**config.mk**
```make
export PLATFORM = sky130hd
export DESIGN_NAME = icso_port
export DESIGN_NICKNAME = d
export VERILOG_FILES = /design/src/pkg/icso_pkg.sv /design/src/hdl/icso_port.sv /design/src/hdl/icso_fifo.sv
export SDC_FILE = /design/constraint.sdc
export NUM_CORES = 1
export LEC_CHECK = 0
export ABC_AREA = 1
export BUFFER_PORTS_ARGS = -buffer_cell sky130_fd_sc_hd__buf_2
export CAP_MARGIN = 20
export CORE_MARGIN = 2
export CORE_UTILIZATION = 53
export DETAILED_ROUTE_END_ITERATION = 10
export HOLD_SLACK_MARGIN = 0.05
export PLACE_DENSITY = 0.75
export RECOVER_POWER = 50
export SLEW_MARGIN = 20
export SYNTH_ARGS = -nofsm -noshare
export SYNTH_HDL_FRONTEND = slang
export SYNTH_SLANG_ARGS = --single-unit
```
**constraint.sdc**
```tcl
create_clock -name CLOCK -period 3.25 [get_ports CLOCK]
set_input_delay 0.1625 -clock CLOCK [delete_from_list [all_inputs] [get_ports CLOCK]]
set_output_delay 0.1625 -clock CLOCK [all_outputs]
set_load 0.005 [all_outputs]
```
**src/pkg/icso_pkg.sv**
```systemverilog
// Constants, states and carriers of the internal-clock continuous serial port
package icso_pkg;

  // ----------------------------------------------------------------
  // Clock and timing
  // ----------------------------------------------------------------
  localparam int CLK_HZ      = 20_000_000;  // System clock rate
  localparam int CLK_NS      = 50;          // System clock period
  localparam int SCK_HALF_NS = 200;         // Half of generated SCK period
  // Half SCK period in cycles, a least time rounded up
  localparam logic [7:0] SCK_HALF_CYC =
    8'((SCK_HALF_NS + CLK_NS - 1) / CLK_NS);
  // Least time spent asleep: half an SCK period
  localparam logic [7:0] SLEEP_CYC = SCK_HALF_CYC;
  localparam int SAMP_HZ     = 123_000;     // Internal sampling clock
  // Sampling period in cycles, rounded down
  localparam logic [7:0] SAMP_CYC  = 8'(CLK_HZ / SAMP_HZ);
  // 2.5 external periods is five oscillator edges
  localparam logic [7:0] EXT_SAMP_EDGES = 8'h05;
  // Cycles without an oscillator edge before falling back to internal
  localparam logic [7:0] OSC_IDLE_CYC   = 8'h40;
  // Cycles after reset release before the SCK strap is caught
  localparam logic [7:0] STRAP_WAIT     = 8'h03;

  // ----------------------------------------------------------------
  // Transfer shape
  // ----------------------------------------------------------------
  localparam int         WORD_W    = 32;     // Result and config width
  localparam logic [5:0] XFER_BITS = 6'h20;  // Rising edges per transfer
  localparam int         BUF_DEPTH = 2;      // Result buffer entries
  localparam int         EOC_BIT   = 31;     // Position of the EOC flag

  // ----------------------------------------------------------------
  // Types
  // ----------------------------------------------------------------
  typedef enum logic [2:0] {
    ST_STRAP,    // Waiting to catch the SCK strap
    ST_EXT,      // External clock mode, port stays released
    ST_CONVERT,  // Conversion running, SCK and SDO high
    ST_SLEEP,    // Result loaded, SCK and SDO low
    ST_SHIFT     // Generating the 32 SCK pulses
  } icso_state_e;

  typedef struct packed {
    logic [WORD_W-1:0] data;  // Conversion result bits
  } icso_word_s;

endpackage

```
**src/hdl/icso_port.sv**
```systemverilog
// Serial output port, internal SCK, 3-wire continuous conversion mode
//
// Summary of operation
// - SCK level at reset end picks clock mode
// - Works with chip select tied low forever
// - Converting: SCK and SDO both held high
// - Conversion done: SCK, SDO low, enter sleep
// - Sleep half SCK period, then shift unprompted
// - Transfer spans first to 32nd rising edge
// - Capture SDI on every rising SCK edge
// - Update SDO on each falling SCK edge
// - Drive generated SCK out on the pin
// - After 32nd rise: SDO high, SCK high
// - Sampling tick 123kHz or 2.5 oscillator cycles
// - EOC fall loads result into shift register
`timescale 1ns/1ps
module icso_port (
  input  wire logic                       CLOCK,
  input  wire logic                       SRST,
  input  wire logic                       CS_N,
  input  wire logic                       SDI,
  input  wire logic                       SCK_I,
  output logic                            SCK_O,
  output logic                            SCK_OE,
  output logic                            SDO,
  input  wire logic                       OSCILLATOR_REJECTION_SELECT_PIN,
  input  wire icso_pkg::icso_word_s       RESULT,
  input  wire logic                       RESULT_VALID,
  output logic                            RESULT_READY,
  output logic                            CONV_START,
  output icso_pkg::icso_word_s            CFG,
  output logic                            CFG_STROBE,
  output logic                            SAMPLE_TICK,
  output logic                            EXT_OSC
);

  // ----------------------------------------------------------------
  // Pin synchronisers
  // ----------------------------------------------------------------
  logic sck_s1, sck_s2;        // SCK pin level
  logic sdi_s1, sdi_s2;        // Serial config input
  logic osc_s1, osc_s2, osc_s3; // Oscillator pin, third stage for edges
  logic cs_s1,  cs_s2;         // Select, synced but not needed here

  // Two stages per pin, three for the oscillator; SCK stages reset to the pull-up level
  always_ff @(posedge CLOCK) begin
    if (SRST) begin
      sck_s1 <= 1'b1;
      sck_s2 <= 1'b1;
      sdi_s1 <= 1'b0;
      sdi_s2 <= 1'b0;
      osc_s1 <= 1'b0;
      osc_s2 <= 1'b0;
      osc_s3 <= 1'b0;
      cs_s1  <= 1'b0;
      cs_s2  <= 1'b0;
    end else begin
      sck_s1 <= SCK_I;
      sck_s2 <= sck_s1;
      sdi_s1 <= SDI;
      sdi_s2 <= sdi_s1;
      osc_s1 <= OSCILLATOR_REJECTION_SELECT_PIN;
      osc_s2 <= osc_s1;
      osc_s3 <= osc_s2;
      cs_s1  <= CS_N;
      cs_s2  <= cs_s1;
    end
  end

  // ----------------------------------------------------------------
  // Result buffer
  // ----------------------------------------------------------------
  icso_pkg::icso_word_s buf_out;   // Oldest buffered result
  logic                 buf_valid; // A finished conversion is waiting
  logic                 buf_pop;   // Load into shift register

  icso_fifo #(
    .W     (icso_pkg::WORD_W),
    .DEPTH (icso_pkg::BUF_DEPTH)
  ) u_buf (
    .clk       (CLOCK),
    .srst      (SRST),
    .in_valid  (RESULT_VALID),
    .in_data   (RESULT.data),
    .in_ready  (RESULT_READY),
    .out_valid (buf_valid),
    .out_ready (buf_pop),
    .out_data  (buf_out.data)
  );

  // ----------------------------------------------------------------
  // Sequencer
  // ----------------------------------------------------------------
  icso_pkg::icso_state_e state;    // Port state
  logic [7:0]            tmr;      // Strap, sleep and half-period timer
  logic [5:0]            rises;    // Rising edges made this transfer
  logic [icso_pkg::WORD_W-1:0] sreg;   // Static output shift register
  logic [icso_pkg::WORD_W-1:0] cfg_sh; // Config bits shifted in
  logic                  tick;     // Timer reached its end

  assign buf_pop = (state == icso_pkg::ST_CONVERT) && buf_valid;
  assign tick    = (state == icso_pkg::ST_SLEEP)
                   ? (tmr == icso_pkg::SLEEP_CYC - 8'h01)
                   : (tmr == icso_pkg::SCK_HALF_CYC - 8'h01);

  // State, pins and shifting; select input is ignored
  always_ff @(posedge CLOCK) begin
    if (SRST) begin
      state      <= icso_pkg::ST_STRAP;
      tmr        <= 8'h00;
      rises      <= 6'h00;
      sreg       <= '0;
      cfg_sh     <= '0;
      SCK_O      <= 1'b1;
      SCK_OE     <= 1'b0;
      SDO        <= 1'b1;
      CONV_START <= 1'b0;
      CFG        <= '0;
      CFG_STROBE <= 1'b0;
    end else begin
      CONV_START <= 1'b0;
      CFG_STROBE <= 1'b0;
      unique case (state)
        icso_pkg::ST_STRAP: begin
          // Strap caught after reset release
          tmr <= tmr + 8'h01;
          if (tmr == icso_pkg::STRAP_WAIT) begin
            tmr <= 8'h00;
            if (sck_s2) begin
              state      <= icso_pkg::ST_CONVERT;
              SCK_OE     <= 1'b1;
              CONV_START <= 1'b1;
            end else begin
              state <= icso_pkg::ST_EXT;
            end
          end
        end
        icso_pkg::ST_EXT: begin
          // External clock mode: port left released
          SCK_OE <= 1'b0;
        end
        icso_pkg::ST_CONVERT: begin
          // Both lines high while converting
          SCK_O <= 1'b1;
          SDO   <= 1'b1;
          if (buf_valid) begin
            // EOC falls, result loaded, sleep entered
            sreg  <= {1'b0, buf_out.data[icso_pkg::EOC_BIT-1:0]};
            SCK_O <= 1'b0;
            SDO   <= 1'b0;
            tmr   <= 8'h00;
            state <= icso_pkg::ST_SLEEP;
          end
        end
        icso_pkg::ST_SLEEP: begin
          // Minimum sleep, then start unprompted
          tmr <= tmr + 8'h01;
          if (tick) begin
            tmr   <= 8'h00;
            rises <= 6'h00;
            state <= icso_pkg::ST_SHIFT;
          end
        end
        icso_pkg::ST_SHIFT: begin
          tmr <= tmr + 8'h01;
          if (tick) begin
            tmr <= 8'h00;
            if (!SCK_O) begin
              // Rising edge: capture SDI
              SCK_O  <= 1'b1;
              cfg_sh <= {cfg_sh[icso_pkg::WORD_W-2:0], sdi_s2};
              rises  <= rises + 6'h01;
              if (rises == icso_pkg::XFER_BITS - 6'h01) begin
                // 32nd rise ends the transfer
                SDO        <= 1'b1;
                state      <= icso_pkg::ST_CONVERT;
                CONV_START <= 1'b1;
                CFG.data   <= {cfg_sh[icso_pkg::WORD_W-2:0], sdi_s2};
                CFG_STROBE <= 1'b1;
              end
            end else begin
              // Falling edge: next result bit
              SCK_O <= 1'b0;
              SDO   <= sreg[icso_pkg::EOC_BIT-1];
              sreg  <= {sreg[icso_pkg::WORD_W-2:0], 1'b0};
            end
          end
        end
      endcase
    end
  end

  // ----------------------------------------------------------------
  // Sampling clock enable
  // ----------------------------------------------------------------
  logic [7:0] samp_cnt;  // Internal period counter
  logic [7:0] edge_cnt;  // Oscillator edges since last tick
  logic [7:0] idle_cnt;  // Cycles since last oscillator edge
  logic       osc_edge;  // Either edge of the oscillator pin

  assign osc_edge = osc_s2 ^ osc_s3;

  // Oscillator presence detection
  always_ff @(posedge CLOCK) begin
    if (SRST) begin
      idle_cnt <= 8'h00;
      EXT_OSC  <= 1'b0;
    end else if (osc_edge) begin
      idle_cnt <= 8'h00;
      EXT_OSC  <= 1'b1;
    end else if (idle_cnt == icso_pkg::OSC_IDLE_CYC) begin
      EXT_OSC  <= 1'b0;
    end else begin
      idle_cnt <= idle_cnt + 8'h01;
    end
  end

  // Tick at 123kHz, or every 2.5 oscillator periods
  always_ff @(posedge CLOCK) begin
    if (SRST) begin
      samp_cnt    <= 8'h00;
      edge_cnt    <= 8'h00;
      SAMPLE_TICK <= 1'b0;
    end else if (EXT_OSC) begin
      samp_cnt    <= 8'h00;
      SAMPLE_TICK <= 1'b0;
      if (osc_edge) begin
        if (edge_cnt == icso_pkg::EXT_SAMP_EDGES - 8'h01) begin
          edge_cnt    <= 8'h00;
          SAMPLE_TICK <= 1'b1;
        end else begin
          edge_cnt <= edge_cnt + 8'h01;
        end
      end
    end else begin
      edge_cnt    <= 8'h00;
      SAMPLE_TICK <= samp_cnt == icso_pkg::SAMP_CYC - 8'h01;
      samp_cnt    <= (samp_cnt == icso_pkg::SAMP_CYC - 8'h01)
                     ? 8'h00 : samp_cnt + 8'h01;
    end
  end

  logic [icso_pkg::WORD_W-1:0] buf_q;  // Buffer head one cycle back
  always_ff @(posedge CLOCK) begin
    buf_q <= buf_out.data;
  end
endmodule

```
**src/hdl/icso_fifo.sv**
```systemverilog
// Two-entry result buffer with valid and ready on both sides
`timescale 1ns/1ps
module icso_fifo #(
  parameter int W     = 32,
  parameter int DEPTH = 2
) (
  input  wire logic         clk,
  input  wire logic         srst,
  input  wire logic         in_valid,
  input  wire logic [W-1:0] in_data,
  output logic              in_ready,
  output logic              out_valid,
  input  wire logic         out_ready,
  output logic [W-1:0]      out_data
);

  // ----------------------------------------------------------------
  // Storage and pointers
  // ----------------------------------------------------------------
  localparam int PW = (DEPTH > 1) ? $clog2(DEPTH) : 1;
  localparam int CW = $clog2(DEPTH + 1);

  logic [W-1:0]  mem [DEPTH];  // Entry storage
  logic [PW-1:0] wr_ptr;       // Next slot to fill
  logic [PW-1:0] rd_ptr;       // Oldest slot
  logic [CW-1:0] count;        // Entries held
  logic [CW-1:0] next_count;   // Count after this cycle
  logic          push;         // Word accepted
  logic          pop;          // Word drained

  assign push       = in_valid && in_ready;
  assign pop        = out_valid && out_ready;
  assign next_count = count + CW'(push) - CW'(pop);
  assign out_data   = mem[rd_ptr];

  // Write side
  always_ff @(posedge clk) begin
    if (srst) begin
      wr_ptr <= '0;
    end else if (push) begin
      mem[wr_ptr] <= in_data;
      wr_ptr      <= (wr_ptr == PW'(DEPTH - 1)) ? '0 : wr_ptr + PW'(1);
    end
  end

  // Read side
  always_ff @(posedge clk) begin
    if (srst) begin
      rd_ptr <= '0;
    end else if (pop) begin
      rd_ptr <= (rd_ptr == PW'(DEPTH - 1)) ? '0 : rd_ptr + PW'(1);
    end
  end

  // Fill level and registered flags
  always_ff @(posedge clk) begin
    if (srst) begin
      count     <= '0;
      in_ready  <= 1'b1;
      out_valid <= 1'b0;
    end else begin
      count     <= next_count;
      in_ready  <= next_count != CW'(DEPTH);
      out_valid <= next_count != '0;
    end
  end

endmodule

```
==> Flow_metrics.wiki <==
{| class="wikitable"
! Metric !! Value
|-
| Overall die area || about 18000 µm²
|-
| RD Place Congestion || about 0.85
|-
| Unrepaired setup endpoints after global routing || false
|-
| Synth async-reset ratio || 0%
|-
| Max Freq || 404 MHz
|-
| Placed Instance Area || 9300 µm²
|-
| Share of power burned in combinational logic || 19.2%
|-
| Pre-CTS worst setup slack || 686 ps
|-
| Number of buffers created by CTS || 23
|-
| Final HPWL DP || 9690 µm
|-
| Clock sink count || roughly 220
|-
| Critical Path AT || 2830 ps
|-
| Site row count || 47
|-
| Filler Cell Count || 1394
|-
| Class of the most critical hold timing path || in2reg
|-
| Vias per inst || 4.95
|-
| Horizontal die dimension || 133 µm
|-
| Final global-route overflow total || 0
|-
| Total internal power || 5.08 mW
|-
| Startpoint class of the critical path || flop
|-
| Synth-to-Final Area Change || 17.7%
|-
| Psw || ~2.1 mW
|-
| Number of nets in the layout || 1213
|-
| Overall via count from detail_route || approximately 7000
|-
| Final core utilization || 63.0%
|-
| Wire length of the first global-routing pass || 28800 µm
|-
| Non-Filler Instances || 1400
|-
| Required arrival time at the worst endpoint || between 3000 and 4000 ps
|-
| Number of global-route vias before repair || 6454
|-
| Master cell of the clock root buffer || sky130_fd_sc_hd__clkbuf_16
|-
| Number of endpoints failing setup at the final stage || 0
|-
| Maximum vdd drop || around 0.48 mV
|-
| Post-synthesis instance area || slightly below 9000 µm²
|-
| Register clock-pin slew on the reported worst setup and hold paths || ~60 ps
|-
| Total count of max-transition violations in the final report || 32
|-
| Final total power || about 7.2 mW
|-
| Violated checks || max-capacitance violations, max-slew violations
|-
| Fraction of layout cells with a size suffix above 1 || 8.98%
|-
| Clock period minus worst slack || 2480 ps
|-
| Portion of total power attributed to sequential cells || around 45%
|-
| CTS H-tree lvls || 1
|-
| Layout Skew || between 10 and 15 ps
|-
| CTS tree || done
|-
| Port Buffers || 76
|-
| Primary FF master, synth || sky130_fd_sc_hd__dfxtp_1
|-
| Synthesized Nets || 1116
|-
| Area of the core region || 16400 µm²
|-
| Worst Hold Margin || 153 ps
|-
| Wire length per cell || about 12 µm
|-
| Number of warnings issued by yosys || 0
|-
| Count of maximum capacitance violations || 1
|-
| Proportion of synthesized chip area in sequential cells || 56.8%
|-
| Wire length after detailed routing || 17000 µm
|-
| Most used cells in the layout excluding fill and tap cells || 255 x sky130_fd_sc_hd__nand2_1, 180 x sky130_fd_sc_hd__nor2_1, 156 x sky130_fd_sc_hd__dfxtp_1, 106 x sky130_fd_sc_hd__o21ai_0, 93 x sky130_fd_sc_hd__inv_1
|-
| Aggregate global-route resource usage || 19.3%
|-
| #FFs+latches synth || 218
|-
| Tightest Pin Transition || about 2000 ps
|-
| Path type of the worst setup path || reg2reg
|-
| Power per Cell Area || 694 nW/µm²
|-
| Effective utilization at floorplan || 53.5%
|-
| Post-detailed-route DRC marker count || 0
|-
| Outcome || finished, violations left
|-
| Area occupied by multi-input gates || 3210 µm²
|-
| Synthesized area per cell || roughly 8.2 µm²
|-
| Worst-case clock buffer depth || 3
|-
| Number of enable flip-flop cells after synthesis || 62
|-
| Switching share of power || 29.3%
|-
| Register area || ~5000 µm²
|-
| Ant diodes || 0
|-
| Leakage power || 4.53 nW
|-
| Clock latency on the worst-skew pair || around 500 ps
|-
| Worst setup slack after layout || 773 ps
|-
| Antenna violations before repair || 0
|-
| Cell type with the largest total area after synthesis || sky130_fd_sc_hd__dfxtp_1
|-
| Largest driver fanout on the critical path || 37
|-
| Top-level I/O count || 79
|-
| Post-route fraction of the period consumed by the critical path || about three quarters
|-
| Placed cells || 1324
|-
| Design area || 10300 µm²
|-
| Most common cell after layout, fill and taps aside || sky130_fd_sc_hd__nand2_1
|-
| Number of failing hold endpoints at the final stage || 0
|-
| Worst Setup End Kind || flop
|-
| Fraction of power consumed by the clock network || a little over a third
|-
| Cells after synthesis || 1067
|-
| Detailed router's first-iteration violation count || 334
|-
| Antenna violation net count after detailed routing || 0
|-
| Die Span Y || 133 µm
|-
| Pin count of the biggest net entering global routing || 71
|-
| Library cells used by synthesis || 39
|-
| Share of the synthesized area in the top cell type || 35.6%
|-
| Dominant cells by area after synthesis || sky130_fd_sc_hd__dfxtp_1 36%, sky130_fd_sc_hd__edfxtp_1 21%, sky130_fd_sc_hd__nand2_1 11%
|-
| Max_slew headroom || -30.1%
|-
| TNS Setup || 0 ps
|-
| Number of optimization iterations in the first detailed-route pass || 5
|}
cells by family after synthesis:
| group | after synthesis | share of synthesized area [%] |
|---|---|---|
| AND/OR/NAND/NOR | 532 | 25.1 |
| flip-flops | 218 | 56.8 |
| AO/OA/AOI/OAI | 148 | 8.64 |
| XOR/XNOR | 13 | 1.30 |
| multiplexers | 1 | 0.128 |
| adder cells (fa/ha/maj) | 10 | 1.43 |
| buffers and inverters | 145 | 6.64 |
state kept, by name (all words and copies together), names as in the netlist, 2 cells and up, named ones only:
register / flops
u_buf.mem: 62
CFG: 32
cfg_sh: 31
sreg: 31
edge_cnt: 8
idle_cnt: 8
samp_cnt: 8
tmr: 8
rises: 6
state: 3
u_buf.count: 2
layer usage:
| layer | GRT usage (%) | wire (µm) | vias up | share of wire [%] |
|---|---|---|---|---|
| li1 | - | - | 3610 | - |
| met1 | 23.8 | 7680 | 3159 | 45 |
| met2 | 35.4 | 8400 | 130 | 49 |
| met3 | 2.84 | 666 | 24 | 3.9 |
| met4 | 5.20 | 293 | 0 | 1.7 |
| met5 | 0 | 0 | - | 0 |
what timing repair did:
action | 4_1_cts | 5_1_grt
resized for setup | 0 | 0
hold buffers | 35 | 0
buffers inserted | 0 | 0
hold endpoints to repair | 66 | 0
cell usage after synthesis, types with 2 or more instances:
cell type,count
sky130_fd_sc_hd__xnor2_1,5
sky130_fd_sc_hd__inv_1,94
sky130_fd_sc_hd__or2_2,5
sky130_fd_sc_hd__nand4_1,10
sky130_fd_sc_hd__clkbuf_2,4
sky130_fd_sc_hd__buf_1,5
sky130_fd_sc_hd__buf_2,12
sky130_fd_sc_hd__nand2_1,255
sky130_fd_sc_hd__inv_2,5
sky130_fd_sc_hd__dfxtp_1,156
sky130_fd_sc_hd__a21oi_1,30
sky130_fd_sc_hd__nor3b_1,6
sky130_fd_sc_hd__edfxtp_1,62
sky130_fd_sc_hd__nand3_1,50
sky130_fd_sc_hd__nor3_1,12
sky130_fd_sc_hd__o21ai_0,106
sky130_fd_sc_hd__o21ai_1,4
sky130_fd_sc_hd__ha_1,10
sky130_fd_sc_hd__clkbuf_1,22
sky130_fd_sc_hd__nor2_2,2
sky130_fd_sc_hd__a211oi_1,2
sky130_fd_sc_hd__nand2_2,4
sky130_fd_sc_hd__o22ai_1,2
sky130_fd_sc_hd__buf_6,2
sky130_fd_sc_hd__nand2_4,2
sky130_fd_sc_hd__xor2_1,8
sky130_fd_sc_hd__nor2_1,180
worst paths after layout:
kind / to / slack, ps / cells after the start / from
min: osc_s2 / 150 / 2 / SRST
max reg2reg: CFG[31] / 770 / 8 / state[0]
max: CFG[31] / 770 / 8 / state[0]
min reg2reg: osc_s2 / 400 / 2 / osc_s1
final cells by class:
| class | count | area share (%) |
|---|---|---|
| timing repair buffer | 118 | 7.25 |
| tap | 220 | 2.66 |
| clock inverter | 13 | 1.15 |
| clock buffer | 28 | 6.04 |
| sequential | 218 | 48.2 |
| inverter | 99 | 3.60 |
| multi-input combinational | 704 | 31.1 |
power groups by stage:
stage	Combinational (mW)	Clock (mW)	Sequential, mW
final	1.38	2.55	3.25
after global routing	1.60	2.71	3.28
after CTS	1.39	2.60	3.24
after detailed placement	1.35	0	3.30
after global placement	1.32	0	3.29
after floorplan	1.07	0	3.27
critical path: stages (launching register included):
cell	delay (ps)
sky130_fd_sc_hd__dfxtp_1	380
sky130_fd_sc_hd__nor2_4	170
sky130_fd_sc_hd__nand2_4	240
sky130_fd_sc_hd__inv_2	170
sky130_fd_sc_hd__nand2_4	80
sky130_fd_sc_hd__nor2_8	380
sky130_fd_sc_hd__nand2_2	530
sky130_fd_sc_hd__o21ai_0	320
sky130_fd_sc_hd__a21oi_1	70
Power figures use the tool's default switching activity.
